`src/core/esb_pkg.sv`:
```
package esb_pkg;

   // status word field positions
   localparam int ESB_CB_HI_MSB    = 26;
   localparam int ESB_CB_HI_LSB    = 25;
   localparam int ESB_ISTATE_POS   = 24;
   localparam int ESB_RSV_HI_MSB   = 23;
   localparam int ESB_RSV_HI_LSB   = 16;
   localparam int ESB_CB_LO_MSB    = 15;
   localparam int ESB_CB_LO_LSB    = 10;
   localparam int ESB_RSV_LO_MSB   = 9;
   localparam int ESB_RSV_LO_LSB   = 6;
   localparam int ESB_BLOCK_MAX    = 4;

   // reset values
   localparam logic [7:0] ESB_CB_RESET     = 8'h00;
   localparam logic       ESB_ISTATE_RESET = 1'b1;
   localparam logic [3:0] ESB_REG_RESET    = 4'h0;

   // status word view selectors
   typedef enum logic [1:0] {
      ESB_VIEW_FULL  = 2'b00,
      ESB_VIEW_EXEC  = 2'b01,
      ESB_VIEW_OTHER = 2'b10
   } esb_view_t;

   // source of an instruction-set state update
   typedef enum logic [1:0] {
      ESB_ISRC_NONE   = 2'b00,
      ESB_ISRC_BRANCH = 2'b01,
      ESB_ISRC_RETURN = 2'b10,
      ESB_ISRC_VECTOR = 2'b11
   } esb_isrc_t;

   // state of the split field
   typedef enum logic [1:0] {
      ESB_MODE_IDLE  = 2'b00,
      ESB_MODE_BLOCK = 2'b01,
      ESB_MODE_MULTI = 2'b10
   } esb_mode_t;

   // pipeline events that steer the execution state
   typedef struct packed {
      logic       block_start;   // conditional-block prefix retired
      logic [7:0] block_state;   // condition and mask from the prefix
      logic       block_step;    // one instruction of the block retired
      logic       multi_suspend; // interrupt taken inside a multiple transfer
      logic [3:0] multi_next;    // next register operand of that transfer
      logic       multi_resume;  // transfer resumed after the handler
      logic       multi_done;    // resumed transfer finished
   } esb_event_t;

   // software access to the status word
   typedef struct packed {
      logic        rd;
      logic        wr;
      esb_view_t   view;
      logic        privileged;
      logic [31:0] wdata;
   } esb_sw_t;

endpackage : esb_pkg

```
`src/core/esb_block_stepper.sv`:
```
`timescale 1ns/100ps
// advances the conditional-block state by one instruction
module esb_block_stepper
   import esb_pkg::*;
(
   // current state
   input  wire logic [7:0] cur_state,
   // advanced state and the condition of the next instruction
   output logic      [7:0] nxt_state,
   output logic      [3:0] cond
);

   // shift the mask, keep the base condition; zero once the mask runs out
   always_comb begin
      cond = cur_state[7:4];
      if (cur_state[2:0] == 3'h0) begin
         nxt_state = 8'h00;
      end else begin
         nxt_state = {cur_state[7:5], cur_state[4:0] << 1};
      end
   end

endmodule : esb_block_stepper

```
`src/core/esb_exec_state.sv`:
```
`timescale 1ns/100ps
// What this block does
// - the continuation/conditional-block state is split over read-only bits 26:25 and 15:10.
// - while the split field holds multiple-transfer state, bits 26:25 and 11:10 read zero.
// - the conditional-block state covers at most four instructions after the prefix.
// - bit 24 is a read-only instruction-set state bit that resets to one.
// - bit 24 changes only on register branch or pop to pc, exception return, or vector load.
// - executing with bit 24 clear raises a fault instead of running the instruction.
// - an interrupt inside a multiple transfer records the next register number in bits 15:12.
// - after the handler the transfer resumes at the recorded register, not the first.
// - reserved bits 23:16 and 9:6 read zero and ignore writes.
// - both parts of the split field are read-only to software and reset to zero.
// - execution-state bits show only in privileged reads of the full view and the execution-state view.
// - unprivileged reads of the execution-state view give zero and its writes are ignored.
module esb_exec_state
   import esb_pkg::*;
(
   // clock and reset
   input  wire logic        sys_clk,
   input  wire logic        rst_n,
   // pipeline events
   input  esb_event_t       evt,
   input  wire logic        exec_attempt,
   // instruction-set state update
   input  esb_isrc_t        isrc,
   input  wire logic        isrc_bit,
   // restore of the stacked status word on exception return
   input  wire logic [31:0] stacked_word,
   // software access
   input  esb_sw_t          sw,
   // read data and state
   output logic      [31:0] rd_data,
   output logic             rd_valid,
   output logic      [3:0]  resume_reg,
   output logic             resume_valid,
   output logic      [3:0]  block_cond,
   output logic             block_active,
   output logic             exec_fault
);

   ////////////////////////////////////////////////////////////////////////
   // state registers
   esb_mode_t   mode;
   esb_mode_t   next_mode;
   logic [7:0]  split;
   logic [7:0]  next_split;
   logic        istate;
   logic        next_istate;
   logic [7:0]  step_state;
   logic [31:0] next_rd_data;
   logic        next_rd_valid;
   logic [3:0]  next_resume_reg;
   logic        next_resume_valid;
   logic        next_exec_fault;
   logic [31:0] word;

   esb_block_stepper u_stepper (
      .cur_state (split),
      .nxt_state (step_state),
      .cond      ()
   );

   ////////////////////////////////////////////////////////////////////////
   // split field and instruction-set state
   always_comb begin
      next_mode   = mode;
      next_split  = split;
      next_istate = istate;
      // software writes never reach the split field or bit 24
      if (evt.multi_suspend) begin
         next_mode  = ESB_MODE_MULTI;
         next_split = {2'b00, evt.multi_next, 2'b00};
      end else if (mode == ESB_MODE_MULTI && evt.multi_done) begin
         next_mode  = ESB_MODE_IDLE;
         next_split = ESB_CB_RESET;
      end else if (evt.block_start) begin
         next_mode  = ESB_MODE_BLOCK;
         next_split = evt.block_state;
      end else if (mode == ESB_MODE_BLOCK && evt.block_step) begin
         next_split = step_state;
         if (step_state[3:0] == 4'h0) begin
            next_mode = ESB_MODE_IDLE;
         end
      end
      // only three sources may update bit 24
      case (isrc)
         ESB_ISRC_BRANCH: next_istate = isrc_bit;
         ESB_ISRC_RETURN: next_istate = stacked_word[ESB_ISTATE_POS];
         ESB_ISRC_VECTOR: next_istate = isrc_bit;
         default:         next_istate = istate;
      endcase
      if (isrc == ESB_ISRC_RETURN) begin
         next_split = {stacked_word[ESB_CB_HI_MSB:ESB_CB_HI_LSB],
                       stacked_word[ESB_CB_LO_MSB:ESB_CB_LO_LSB]};
         if (next_split == ESB_CB_RESET) begin
            next_mode = ESB_MODE_IDLE;
         end else if (next_split[7:6] == 2'b00 && next_split[1:0] == 2'b00) begin
            next_mode = ESB_MODE_MULTI;
         end else begin
            next_mode = ESB_MODE_BLOCK;
         end
      end
   end

   always_ff @(posedge sys_clk) begin
      if (!rst_n) begin
         mode   <= ESB_MODE_IDLE;
         split  <= ESB_CB_RESET;
         istate <= ESB_ISTATE_RESET;
      end else begin
         mode   <= next_mode;
         split  <= next_split;
         istate <= next_istate;
      end
   end

   ////////////////////////////////////////////////////////////////////////
   // status word assembly and outputs
   always_comb begin
      word = 32'h0000_0000;
      word[ESB_CB_HI_MSB:ESB_CB_HI_LSB] = split[7:6];
      word[ESB_ISTATE_POS]              = istate;
      word[ESB_CB_LO_MSB:ESB_CB_LO_LSB] = split[5:0];
      if (mode == ESB_MODE_MULTI) begin
         word[ESB_CB_HI_MSB:ESB_CB_HI_LSB] = 2'b00;
         word[11:10]                       = 2'b00;
      end
      next_rd_data  = 32'h0000_0000;
      next_rd_valid = sw.rd;
      if (sw.rd) begin
         case (sw.view)
            ESB_VIEW_FULL:  next_rd_data = sw.privileged ? word : 32'h0000_0000;
            ESB_VIEW_EXEC:  next_rd_data = sw.privileged ? word : 32'h0000_0000;
            default:        next_rd_data = 32'h0000_0000;
         endcase
      end
      // recorded register shows in the same cycle as the suspend lands in the split field
      next_resume_reg   = (next_mode == ESB_MODE_MULTI) ? next_split[5:2] : ESB_REG_RESET;
      next_resume_valid = (mode == ESB_MODE_MULTI) && evt.multi_resume;
      next_exec_fault   = exec_attempt && !istate;
   end

   always_ff @(posedge sys_clk) begin
      if (!rst_n) begin
         rd_data      <= 32'h0000_0000;
         rd_valid     <= 1'b0;
         resume_reg   <= ESB_REG_RESET;
         resume_valid <= 1'b0;
         block_cond   <= 4'h0;
         block_active <= 1'b0;
         exec_fault   <= 1'b0;
      end else begin
         rd_data      <= next_rd_data;
         rd_valid     <= next_rd_valid;
         resume_reg   <= next_resume_reg;
         resume_valid <= next_resume_valid;
         block_cond   <= next_split[7:4];
         block_active <= (next_mode == ESB_MODE_BLOCK);
         exec_fault   <= next_exec_fault;
      end
   end

endmodule : esb_exec_state

```
`config.mk`:
```
export PLATFORM = sky130hd
export DESIGN_NAME = esb_exec_state
export DESIGN_NICKNAME = d
export VERILOG_FILES = /design/src/core/esb_pkg.sv /design/src/core/esb_block_stepper.sv /design/src/core/esb_exec_state.sv
export SDC_FILE = /design/constraint.sdc
export NUM_CORES = 1
export LEC_CHECK = 0
export ABC_AREA = 0
export BUFFER_PORTS_ARGS = -buffer_cell sky130_fd_sc_hd__buf_4
export CORE_UTILIZATION = 25
export DETAILED_ROUTE_END_ITERATION = 10
export PLACE_DENSITY = 0.64
export SLEW_MARGIN = 20
export SYNTH_ARGS = -nofsm -noshare
export SYNTH_HDL_FRONTEND = slang
export SYNTH_HIERARCHICAL = 1
export SYNTH_SLANG_ARGS = --single-unit
```
`constraint.sdc`:
```
create_clock -name sys_clk -period 3.49 [get_ports sys_clk]
set_input_delay 0.1745 -clock sys_clk [delete_from_list [all_inputs] [get_ports sys_clk]]
set_output_delay 0.1745 -clock sys_clk [all_outputs]
set_load 0.02 [all_outputs]
```
==> results of run 1 <==
## critical path: cells and delay by family, from the launching register on
kind	cells	cell delay, ns
AO/OA/AOI/OAI	2	0.70
AND/OR/NAND/NOR	2	0.63
flip-flops	1	0.38
## layout make-up
class | count | share of cell area (%)
tap | 72 | 4.77
timing repair buffer | 55 | 21.8
inverter | 2 | 0.397
clock buffer | 3 | 2.18
multi-input combinational | 123 | 41.2
sequential | 28 | 29.6
## metal layers
| metal | vias to the layer above | wire, um | GRT usage [%] |
|---|---|---|---|
| met5 | - | 0 | 0 |
| li1 | 623 | - | - |
| met4 | 0 | 42 | 4.29 |
| met1 | 580 | 1570 | 14.8 |
| met2 | 65 | 1620 | 19.1 |
| met3 | 4 | 321 | 2.97 |
## path summary, 6_finish.rpt
| check | cells past startpoint | end | startpoint | slack [ns] |
|---|---|---|---|---|
| hold / removal | 3 | exec_fault$_SDFF_PN0_ | exec_attempt | 0.11 |
| hold reg to reg | 1 | exec_fault$_SDFF_PN0_ | istate$_SDFFE_PN1P_ | 0.48 |
| setup / recovery | 4 | resume_reg[0]$_SDFF_PN0_ | mode[1]$_SDFF_PN0_ | 1.72 |
| setup reg to reg | 4 | resume_reg[0]$_SDFF_PN0_ | mode[1]$_SDFF_PN0_ | 1.72 |
## power groups by stage
stage / registers (W) / clock network [W] / logic (W)
after CTS: 0.000349 / 0.000184 / 0.000152
after global placement: 0.000356 / 0 / 0.000150
after floorplan: 0.000358 / 0 / 0.000114
after detailed placement: 0.000356 / 0 / 0.000152
final: 0.000349 / 0.000179 / 0.000151
after global routing: 0.000352 / 0.000193 / 0.000167
## placed cells by master (no fill, tap or decap)
cell and n:
inv_1 2, o211a_1 4, o22ai_1 1, nand2_1 7
or2b_1 1, nand3_1 1, buf_4 55, nor2b_1 3
nor3_1 12, nand4b_1 1, o31ai_1 5, nor4_1 1
o31a_1 4, and2_1 18, a2111oi_2 2, nand2b_1 2
mux2_2 1, a211oi_1 2, or4_1 1, mux2i_1 1
and4b_1 1, clkbuf_8 3, o21ai_0 2, and3b_1 2
conb_1 24, dfxtp_1 28, a311oi_1 1, a21oi_1 1
nor2_1 11, and3_1 1, a31oi_1 4, and3b_2 4
a211o_4 1, o41ai_2 3, nand3b_1 1
## through the flow
stage	cells	util [%]	hold WS (ns)
3_3_place_gp	280	32.6	0.398
3_5_place_dp	280	32.6	0.393
2_1_floorplan	189	-	0.288
4_1_cts	283	33.3	0.101
6_report	283	33.3	0.105
5_1_grt	283	33.3	0.119
==> results.ini, run 1 <==
[route]
wl_um=3560
vias=1272
viasPerCell=4.49
drt-wirelength-per-cell_um=12.6
ant_nets=0
dr.pass1.iters=4
drtIter0Drc=132
route.detailed.drc=0

[clocking]
cts_root_buffer=clkbuf_8
cts_htree_levels=1
cts_made_buffers=3
cts_sinks=28
post_cts_resized=0
clk_pin_slew_ns=0.10
ctsHoldBuffers=0
clk_latency_ns=0.27
cts_setup_buffers=0
cts_buffer_depth=2
cts_tree=yes

[timing]
rsz0062_at_grt=false
tightest_slew_ns=0.666
skew_ns=0.00385
max_freq_mhz=565
finalCritPeriodShare_pct=50.7
slew_headroom_pct=55.5
drv_slew=0
fin_ws_ns=1.72
finalHoldViolCount=0
setup_viol=0
setup-tns-final_ns=0
period_needed_ns=1.77

[synth]
avgSynthCellArea_sq_um=9.05
synth_warnings=6
syn_area_sq_um=1510
syn_inst=167

[power_and_ir_drop]
pwr-share-clk_pct=26.4
p_int_w=0.000479
switchingPower_w=0.000200
p_leak_nw=0.898
power.total_w=0.000679
seqPwrFrac_pct=51.3
swShare_pct=29.5
ir_drop_mv=0.130
powerDensity_nw_per_um2=359
power_frac_comb_pct=22.3

[setup_path]
end_kind=flip-flop
path_common_cell=a2111oi_2
cp-start-kind=flip-flop
crit_type=flip-flop to flip-flop
crit_arrival_ns=1.99
max_stage_delay_ns=0.54
required_ns=3.71
critPathMaxFanout=5
cp_cell_sequence=nor2b_1 -> a2111oi_2 -> a2111oi_2 -> and2_1
crit_path_top_delay_cell=a2111oi_2

[grt]
grt_pass1_vias=1204
grt_start_max_net_pins=16
grt_usage_pct=11.7
antenna_found_initial=0
globalRouteOverflowTotal=0
grt_pass1_wl_um=5720

[flow_run]
max_cap_viol_count=0

[die]
chipHeight_um=79.8
coreArea_sq_um=5680
start_util_pct=26.6
die_x_um=79.8
placementRows=27
die-area_sq_um=6360
io_pins=136

[status]
status=finished, final reports clean

[layout]
multi_input_area_sq_um=778
fin_nets=305
design_area_sq_um=1890
fillers=623
drive_above_1_share_pct=32.7
area_growth_pct=25.1
n_antenna_cell=0
seqCellArea_sq_um=561
largest_register_ffs=9

[placed_design]
dpl.hpwl_um=2780
placedInstanceArea_sq_um=1850
io_buffers=55
place_ws_ns=1.63
gp_congestion=0.790

[min_path]
min_path_type=primary input to flip-flop

No activity file was read; power rests on OpenSTA's default activity.
==> inputs of run 2 (changes only) <==
==> constraint.sdc (replaced) <==
create_clock -name sys_clk -period 1.66 [get_ports sys_clk]
set_input_delay 0.083 -clock sys_clk [delete_from_list [all_inputs] [get_ports sys_clk]]
set_output_delay 0.083 -clock sys_clk [all_outputs]
set_load 0.02 [all_outputs]
==> results.ini, run 2 (synthesized netlist as in run 1, its figures left out) <==
[setup_path]
required_ns=1.88  ; was 3.71 ns
crit_arrival_ns=1.81  ; was 1.99 ns
crit_path_top_delay_cell=a211o_4  ; was a2111oi_2
cp_cell_sequence=nor2b_1 -> buf_4 -> a211o_4 -> o41ai_4 -> and2_1  ; was nor2b_1 -> a2111oi_2 -> a2111oi_2 -> and2_1
max_stage_delay_ns=0.39  ; was 0.54 ns
crit_type=flip-flop to flip-flop  ; unchanged
cp-start-kind=flip-flop  ; unchanged
end_kind=flip-flop  ; unchanged
critPathMaxFanout=8  ; was 5

[flow_run]
max_cap_viol_count=0  ; unchanged

[layout]
layout_commonest_cell=buf_4  ; unchanged
final_cell_mix=buf_4 (65), dfxtp_1 (26), conb_1 (24)  ; was buf_4 (55), dfxtp_1 (28), conb_1 (24)
area_growth_pct=33.9  ; was 25.1%
n_antenna_cell=0  ; unchanged
largest_register_ffs=9  ; unchanged
drive_above_1_share_pct=38.3  ; was 32.7%
fin_nets=316  ; was 305

[die]
start_util_pct=26.6  ; unchanged
die-area_sq_um=6360  ; unchanged
coreArea_sq_um=5680  ; unchanged
die_x_um=79.8  ; unchanged
chipHeight_um=79.8  ; unchanged
io_pins=136  ; unchanged
placementRows=27  ; unchanged

[route]
ant_nets=0  ; unchanged
viasPerCell=4.43  ; was 4.49
dr.pass1.iters=4  ; unchanged
drt-wirelength-per-cell_um=12.3  ; was 12.6 um
route.detailed.drc=0  ; unchanged
drtIter0Drc=79  ; was 132
vias=1301  ; was 1272
wl_um=3620  ; was 3560 um

[timing]
finalHoldViolCount=0  ; unchanged
skew_ns=0.00952  ; was 0.00385 ns
fin_ws_ns=0.0776  ; was 1.72 ns
drv_slew=0  ; unchanged
period_needed_ns=1.58  ; was 1.77 ns
rsz0062_at_grt=true  ; was false
setup-tns-final_ns=0  ; unchanged
setup_viol=0  ; unchanged
finalCritPeriodShare_pct=95.3  ; was 50.7%
max_freq_mhz=632  ; was 565 MHz

[clocking]
cts_sinks=28  ; unchanged
cts_htree_levels=1  ; unchanged
cts_root_buffer=clkbuf_8  ; unchanged
cts_tree=yes  ; unchanged
clk_pin_slew_ns=0.09  ; was 0.10 ns
cts_made_buffers=3  ; unchanged
clk_latency_ns=0.27  ; about the same
cts_buffer_depth=2  ; unchanged
ctsHoldBuffers=0  ; unchanged

[grt]
grt_usage_pct=11.8  ; was 11.7%
grt_use_met3_pct=3.09  ; was 2.97%
grt_util_met2_pct=20.5  ; was 19.1%
top_usage_layer=met2  ; unchanged
grt_pass1_vias=1217  ; was 1204
grt_start_max_net_pins=16  ; unchanged
grt_pass1_wl_um=5770  ; was 5720 um
globalRouteOverflowTotal=0  ; unchanged
globalRouteMet1Util_pct=14.2  ; was 14.8%
antenna_found_initial=0  ; unchanged

[power_and_ir_drop]
power.total_w=0.00145  ; was 0.000679 W
ir_drop_mv=0.346  ; was 0.130 mV
p_leak_nw=0.968  ; was 0.898 nW
powerDensity_nw_per_um2=719  ; was 359 nW/um^2

[placed_design]
place_ws_ns=-0.000159  ; was 1.63 ns
io_buffers=55  ; unchanged
gp_congestion=0.774  ; was 0.790
dpl.hpwl_um=2850  ; was 2780 um

[status]
status=finished, final reports clean  ; unchanged

[min_path]
min_path_type=primary input to flip-flop  ; unchanged

[run 2: changes by cell type in the layout (fill, tap and decap cells not counted), sizes merged]
cell / before / now
buf: 55 / 66
[run 2: final timing paths]
| path | start | to | slack [ns] | cells after the start |
|---|---|---|---|---|
| worst max-delay path | mode[1]$_SDFF_PN0_ | split[2]$_SDFF_PN0_ | 0.08 | 5 |
| worst min-delay path | exec_attempt | exec_fault$_SDFF_PN0_ | 0.02 | 3 |
| worst max register to register | mode[1]$_SDFF_PN0_ | split[2]$_SDFF_PN0_ | 0.08 | 5 |
| worst min register to register | istate$_SDFFE_PN1P_ | exec_fault$_SDFF_PN0_ | 0.48 | 1 |
[run 2: per-layer routing]
metal / vias up / part of all wire [%] / wire (um)
li1: 646 / - / -
met1: 590 / 43 / 1570
met2: 60 / 47 / 1720
met3: 5 / 8.5 / 309
met4: 0 / 0.69 / 25
met5: - / 0 / 0
[run 2: worst max-delay path, delay by kind of cell (launching register included)]
family,cells,cell delay (ns)
compound gates,2,0.73
flops,1,0.33
buf+inv,1,0.15
simple gates,2,0.31
[run 2: where the power goes]
| part | internal, W | switching, W | leakage [nW] |
|---|---|---|---|
| Combinational | 0.000170 | 0.000199 | 0.717 |
| Clock | 0.000163 | 0.000196 | 0.0216 |
| Sequential | 0.000704 | 0.0000227 | 0.230 |
[run 2: cell type report]
cell class / instances / area, sq um
Fill cell: 611 / 3650
Sequential cell: 28 / 563
Inverter: 2 / 7.51
Timing Repair Buffer: 66 / 499
Clock buffer: 3 / 41.3
Multi-Input combinational cell: 123 / 822
Tap cell: 72 / 90.1
[run 2: stage by stage]
stage	cells	cell area, sq um	hold WS [ns]	utilization, %
after global placement	290	1920	0.306	33.9
after floorplan	189	1590	0.197	-
after global routing	294	2020	0.0321	35.6
after detailed placement	290	1920	0.306	33.9
final	294	2020	0.0202	35.6
after CTS	293	1980	0.0162	34.8
[run 2: repair_timing]
item | in CTS | in global routing
setup endpoints to repair | 2 | 7
gates resized for setup | 1 | 8
endpoints found under the hold margin | 0 | 0
pin swaps | 0 | 4
buffers inserted | 0 | 1
==> inputs of run 3 (changes only) <==
==> constraint.sdc (replaced) <==
create_clock -name sys_clk -period 1.8 [get_ports sys_clk]
set_input_delay 0.09 -clock sys_clk [delete_from_list [all_inputs] [get_ports sys_clk]]
set_output_delay 0.09 -clock sys_clk [all_outputs]
set_load 0.02 [all_outputs]
==> results.ini, run 3 (synthesized netlist as in run 1, its figures left out) <==
[setup_path]
crit_type=flip-flop to flip-flop  ; unchanged
r2r_cells=5  ; unchanged
crit_path_top_delay_cell=o41ai_2  ; was a211o_4
regToRegSetupSlack_ns=0.13  ; was 0.08 ns
cp_cell_sequence=nor2b_1 -> buf_4 -> a211o_4 -> o41ai_2 -> and2_1  ; was nor2b_1 -> buf_4 -> a211o_4 -> o41ai_4 -> and2_1
startpoint=mode[1]$_SDFF_PN0_  ; unchanged
crit_buf_inv=1  ; unchanged
cp-start-kind=flip-flop  ; unchanged
rr_endpoint=split[2]$_SDFF_PN0_  ; unchanged
crit_arrival_ns=1.89  ; was 1.81 ns
critPathMaxFanout=8  ; unchanged
required_ns=2.03  ; was 1.88 ns
end_kind=flip-flop  ; unchanged
max_stage_delay_ns=0.40  ; was 0.39 ns
timing.rr.start=mode[1]$_SDFF_PN0_  ; unchanged
crit_family=compound AO/OA/AOI/OAI gates  ; unchanged

[timing]
rsz0062_at_grt=false  ; was true
setup-tns-final_ns=0  ; unchanged
fin_ws_ns=0.133  ; was 0.0776 ns
drv_slew=0  ; unchanged
max_freq_mhz=600  ; was 632 MHz
hold-worst-slack_ns=0.0199  ; was 0.0202 ns
finalCritPeriodShare_pct=92.6  ; was 95.3%
skew_ns=0.00925  ; was 0.00952 ns
setup_viol=0  ; unchanged
finalHoldViolCount=0  ; unchanged
period_needed_ns=1.67  ; was 1.58 ns

[layout]
layout_commonest_cell=buf_4  ; unchanged
fin_nets=310  ; was 316
final_cell_mix=buf_4 (60), dfxtp_1 (28), conb_1 (24)  ; was buf_4 (65), dfxtp_1 (26), conb_1 (24)
design_area_sq_um=1940  ; was 2020 sq um
drive_above_1_share_pct=34.6  ; was 38.3%
largest_register_ffs=9  ; unchanged
area_growth_pct=28.5  ; was 33.9%
n_antenna_cell=0  ; unchanged

[clocking]
ctsHoldBuffers=0  ; unchanged
cts_tree=yes  ; unchanged
cts_made_buffers=3  ; unchanged
cts_setup_buffers=0  ; unchanged
post_cts_resized=0  ; was 1
cts_buffer_depth=2  ; unchanged
cts_sinks=28  ; unchanged
clk_latency_ns=0.28  ; was 0.27 ns
cts_root_buffer=clkbuf_8  ; unchanged
cts_htree_levels=1  ; unchanged
clk_pin_slew_ns=0.10  ; was 0.09 ns

[grt]
globalRouteOverflowTotal=0  ; unchanged
grt_pass1_wl_um=5670  ; was 5770 um
antenna_found_initial=0  ; unchanged
grt_usage_pct=11.5  ; was 11.8%
grt_pass1_vias=1202  ; was 1217
grt_start_max_net_pins=16  ; unchanged

[placed_design]
io_buffers=55  ; unchanged
place_ws_ns=0.174  ; was -0.000159 ns
dpl.hpwl_um=2810  ; was 2850 um
placedInstanceArea_sq_um=1890  ; was 1920 sq um
gp_congestion=0.793  ; was 0.774

[power_and_ir_drop]
seqPwrFrac_pct=49.2  ; was 49.9%
swShare_pct=28.2  ; was 28.8%
pwr-share-clk_pct=28.4  ; was 24.7%
switchingPower_w=0.000386  ; was 0.000418 W
power.total_w=0.00137  ; was 0.00145 W
p_leak_nw=0.931  ; was 0.968 nW
p_int_w=0.000982  ; was 0.00104 W
power_frac_comb_pct=22.4  ; was 25.4%
powerDensity_nw_per_um2=705  ; was 719 nW/um^2
ir_drop_mv=0.299  ; was 0.346 mV

[flow_run]
max_cap_viol_count=0  ; unchanged

[route]
viasPerCell=4.47  ; was 4.43
drt-wirelength-per-cell_um=12.2  ; was 12.3 um
dr.pass1.iters=4  ; unchanged
vias=1293  ; was 1301
drtIter0Drc=61  ; was 79
wl_um=3540  ; was 3620 um
ant_nets=0  ; unchanged
route.detailed.drc=0  ; unchanged

[die]
start_util_pct=26.6  ; unchanged
die-area_sq_um=6360  ; unchanged
die_x_um=79.8  ; unchanged
io_pins=136  ; unchanged
coreArea_sq_um=5680  ; unchanged
chipHeight_um=79.8  ; unchanged
placementRows=27  ; unchanged

[min_path]
hold_path_end=exec_fault$_SDFF_PN0_  ; unchanged
min-delay-start=exec_attempt  ; unchanged
min_path_cells=3  ; unchanged
min_path_type=primary input to flip-flop  ; unchanged

[status]
status=finished, final reports clean  ; unchanged

## run 3: changes by cell type in the layout (fill, tap and decap cells not counted)
cell      delta
and2_1       +2
and2_4       -2
buf_4        -5
buf_6        -1
clkbuf_8     +1
dfxtp_1      +2
dfxtp_2      -2
nor3_1       +1
nor3_2       -1
o41ai_2      +3
o41ai_4      -3
## run 3: worst max path at each step
stage                                     endpoint  cells past startpoint  slack (ns)
after floorplan           resume_reg[0]$_SDFF_PN0_                      4        0.39
after detailed placement       split[2]$_SDFF_PN0_                      5        0.17
after global routing           split[2]$_SDFF_PN0_                      5        0.04
after global placement    resume_reg[0]$_SDFF_PN0_                      5        0.19
final                          split[2]$_SDFF_PN0_                      5        0.13
after CTS                      split[2]$_SDFF_PN0_                      5        0.15
## run 3: per-layer routing
metal  global-route usage (%)  vias up  part of all wire, %  wire [um]
li1                         -      639                    -          -
met1                     14.6      592                   44       1570
met2                     19.6       62                   47       1650
met3                     2.86        0                  8.9        314
met4                     2.68        0                    0          0
met5                        0        -                    0          0
## run 3: stage by stage
step | instances | utilization (%)
after floorplan | 189 | -
after global placement | 285 | 33.2
after detailed placement | 285 | 33.2
after CTS | 289 | 34.2
after global routing | 289 | 34.2
final | 289 | 34.2
## run 3: worst register-to-register path, stage by stage, from the launching register on
cell	delay [ns]
dfxtp_1	0.35
nor2b_1	0.16
buf_4	0.16
a211o_4	0.39
o41ai_2	0.40
and2_1	0.17
## run 3: cell type report
cell class	count	area (sq um)
fillers	606	3730
multi-input cells	123	778
flip-flops and latches	28	561
repair buffers	60	450
well taps	72	90.1
clock buffers	4	55.1
inverters	2	7.51
## run 3: power by group through the flow
stage | clock network, W | registers, W | logic [W]
after global placement | 0 | 0.000687 | 0.000304
final | 0.000389 | 0.000673 | 0.000306
after global routing | 0.000429 | 0.000678 | 0.000335
after CTS | 0.000401 | 0.000673 | 0.000309
after floorplan | 0 | 0.000694 | 0.000220
after detailed placement | 0 | 0.000688 | 0.000308
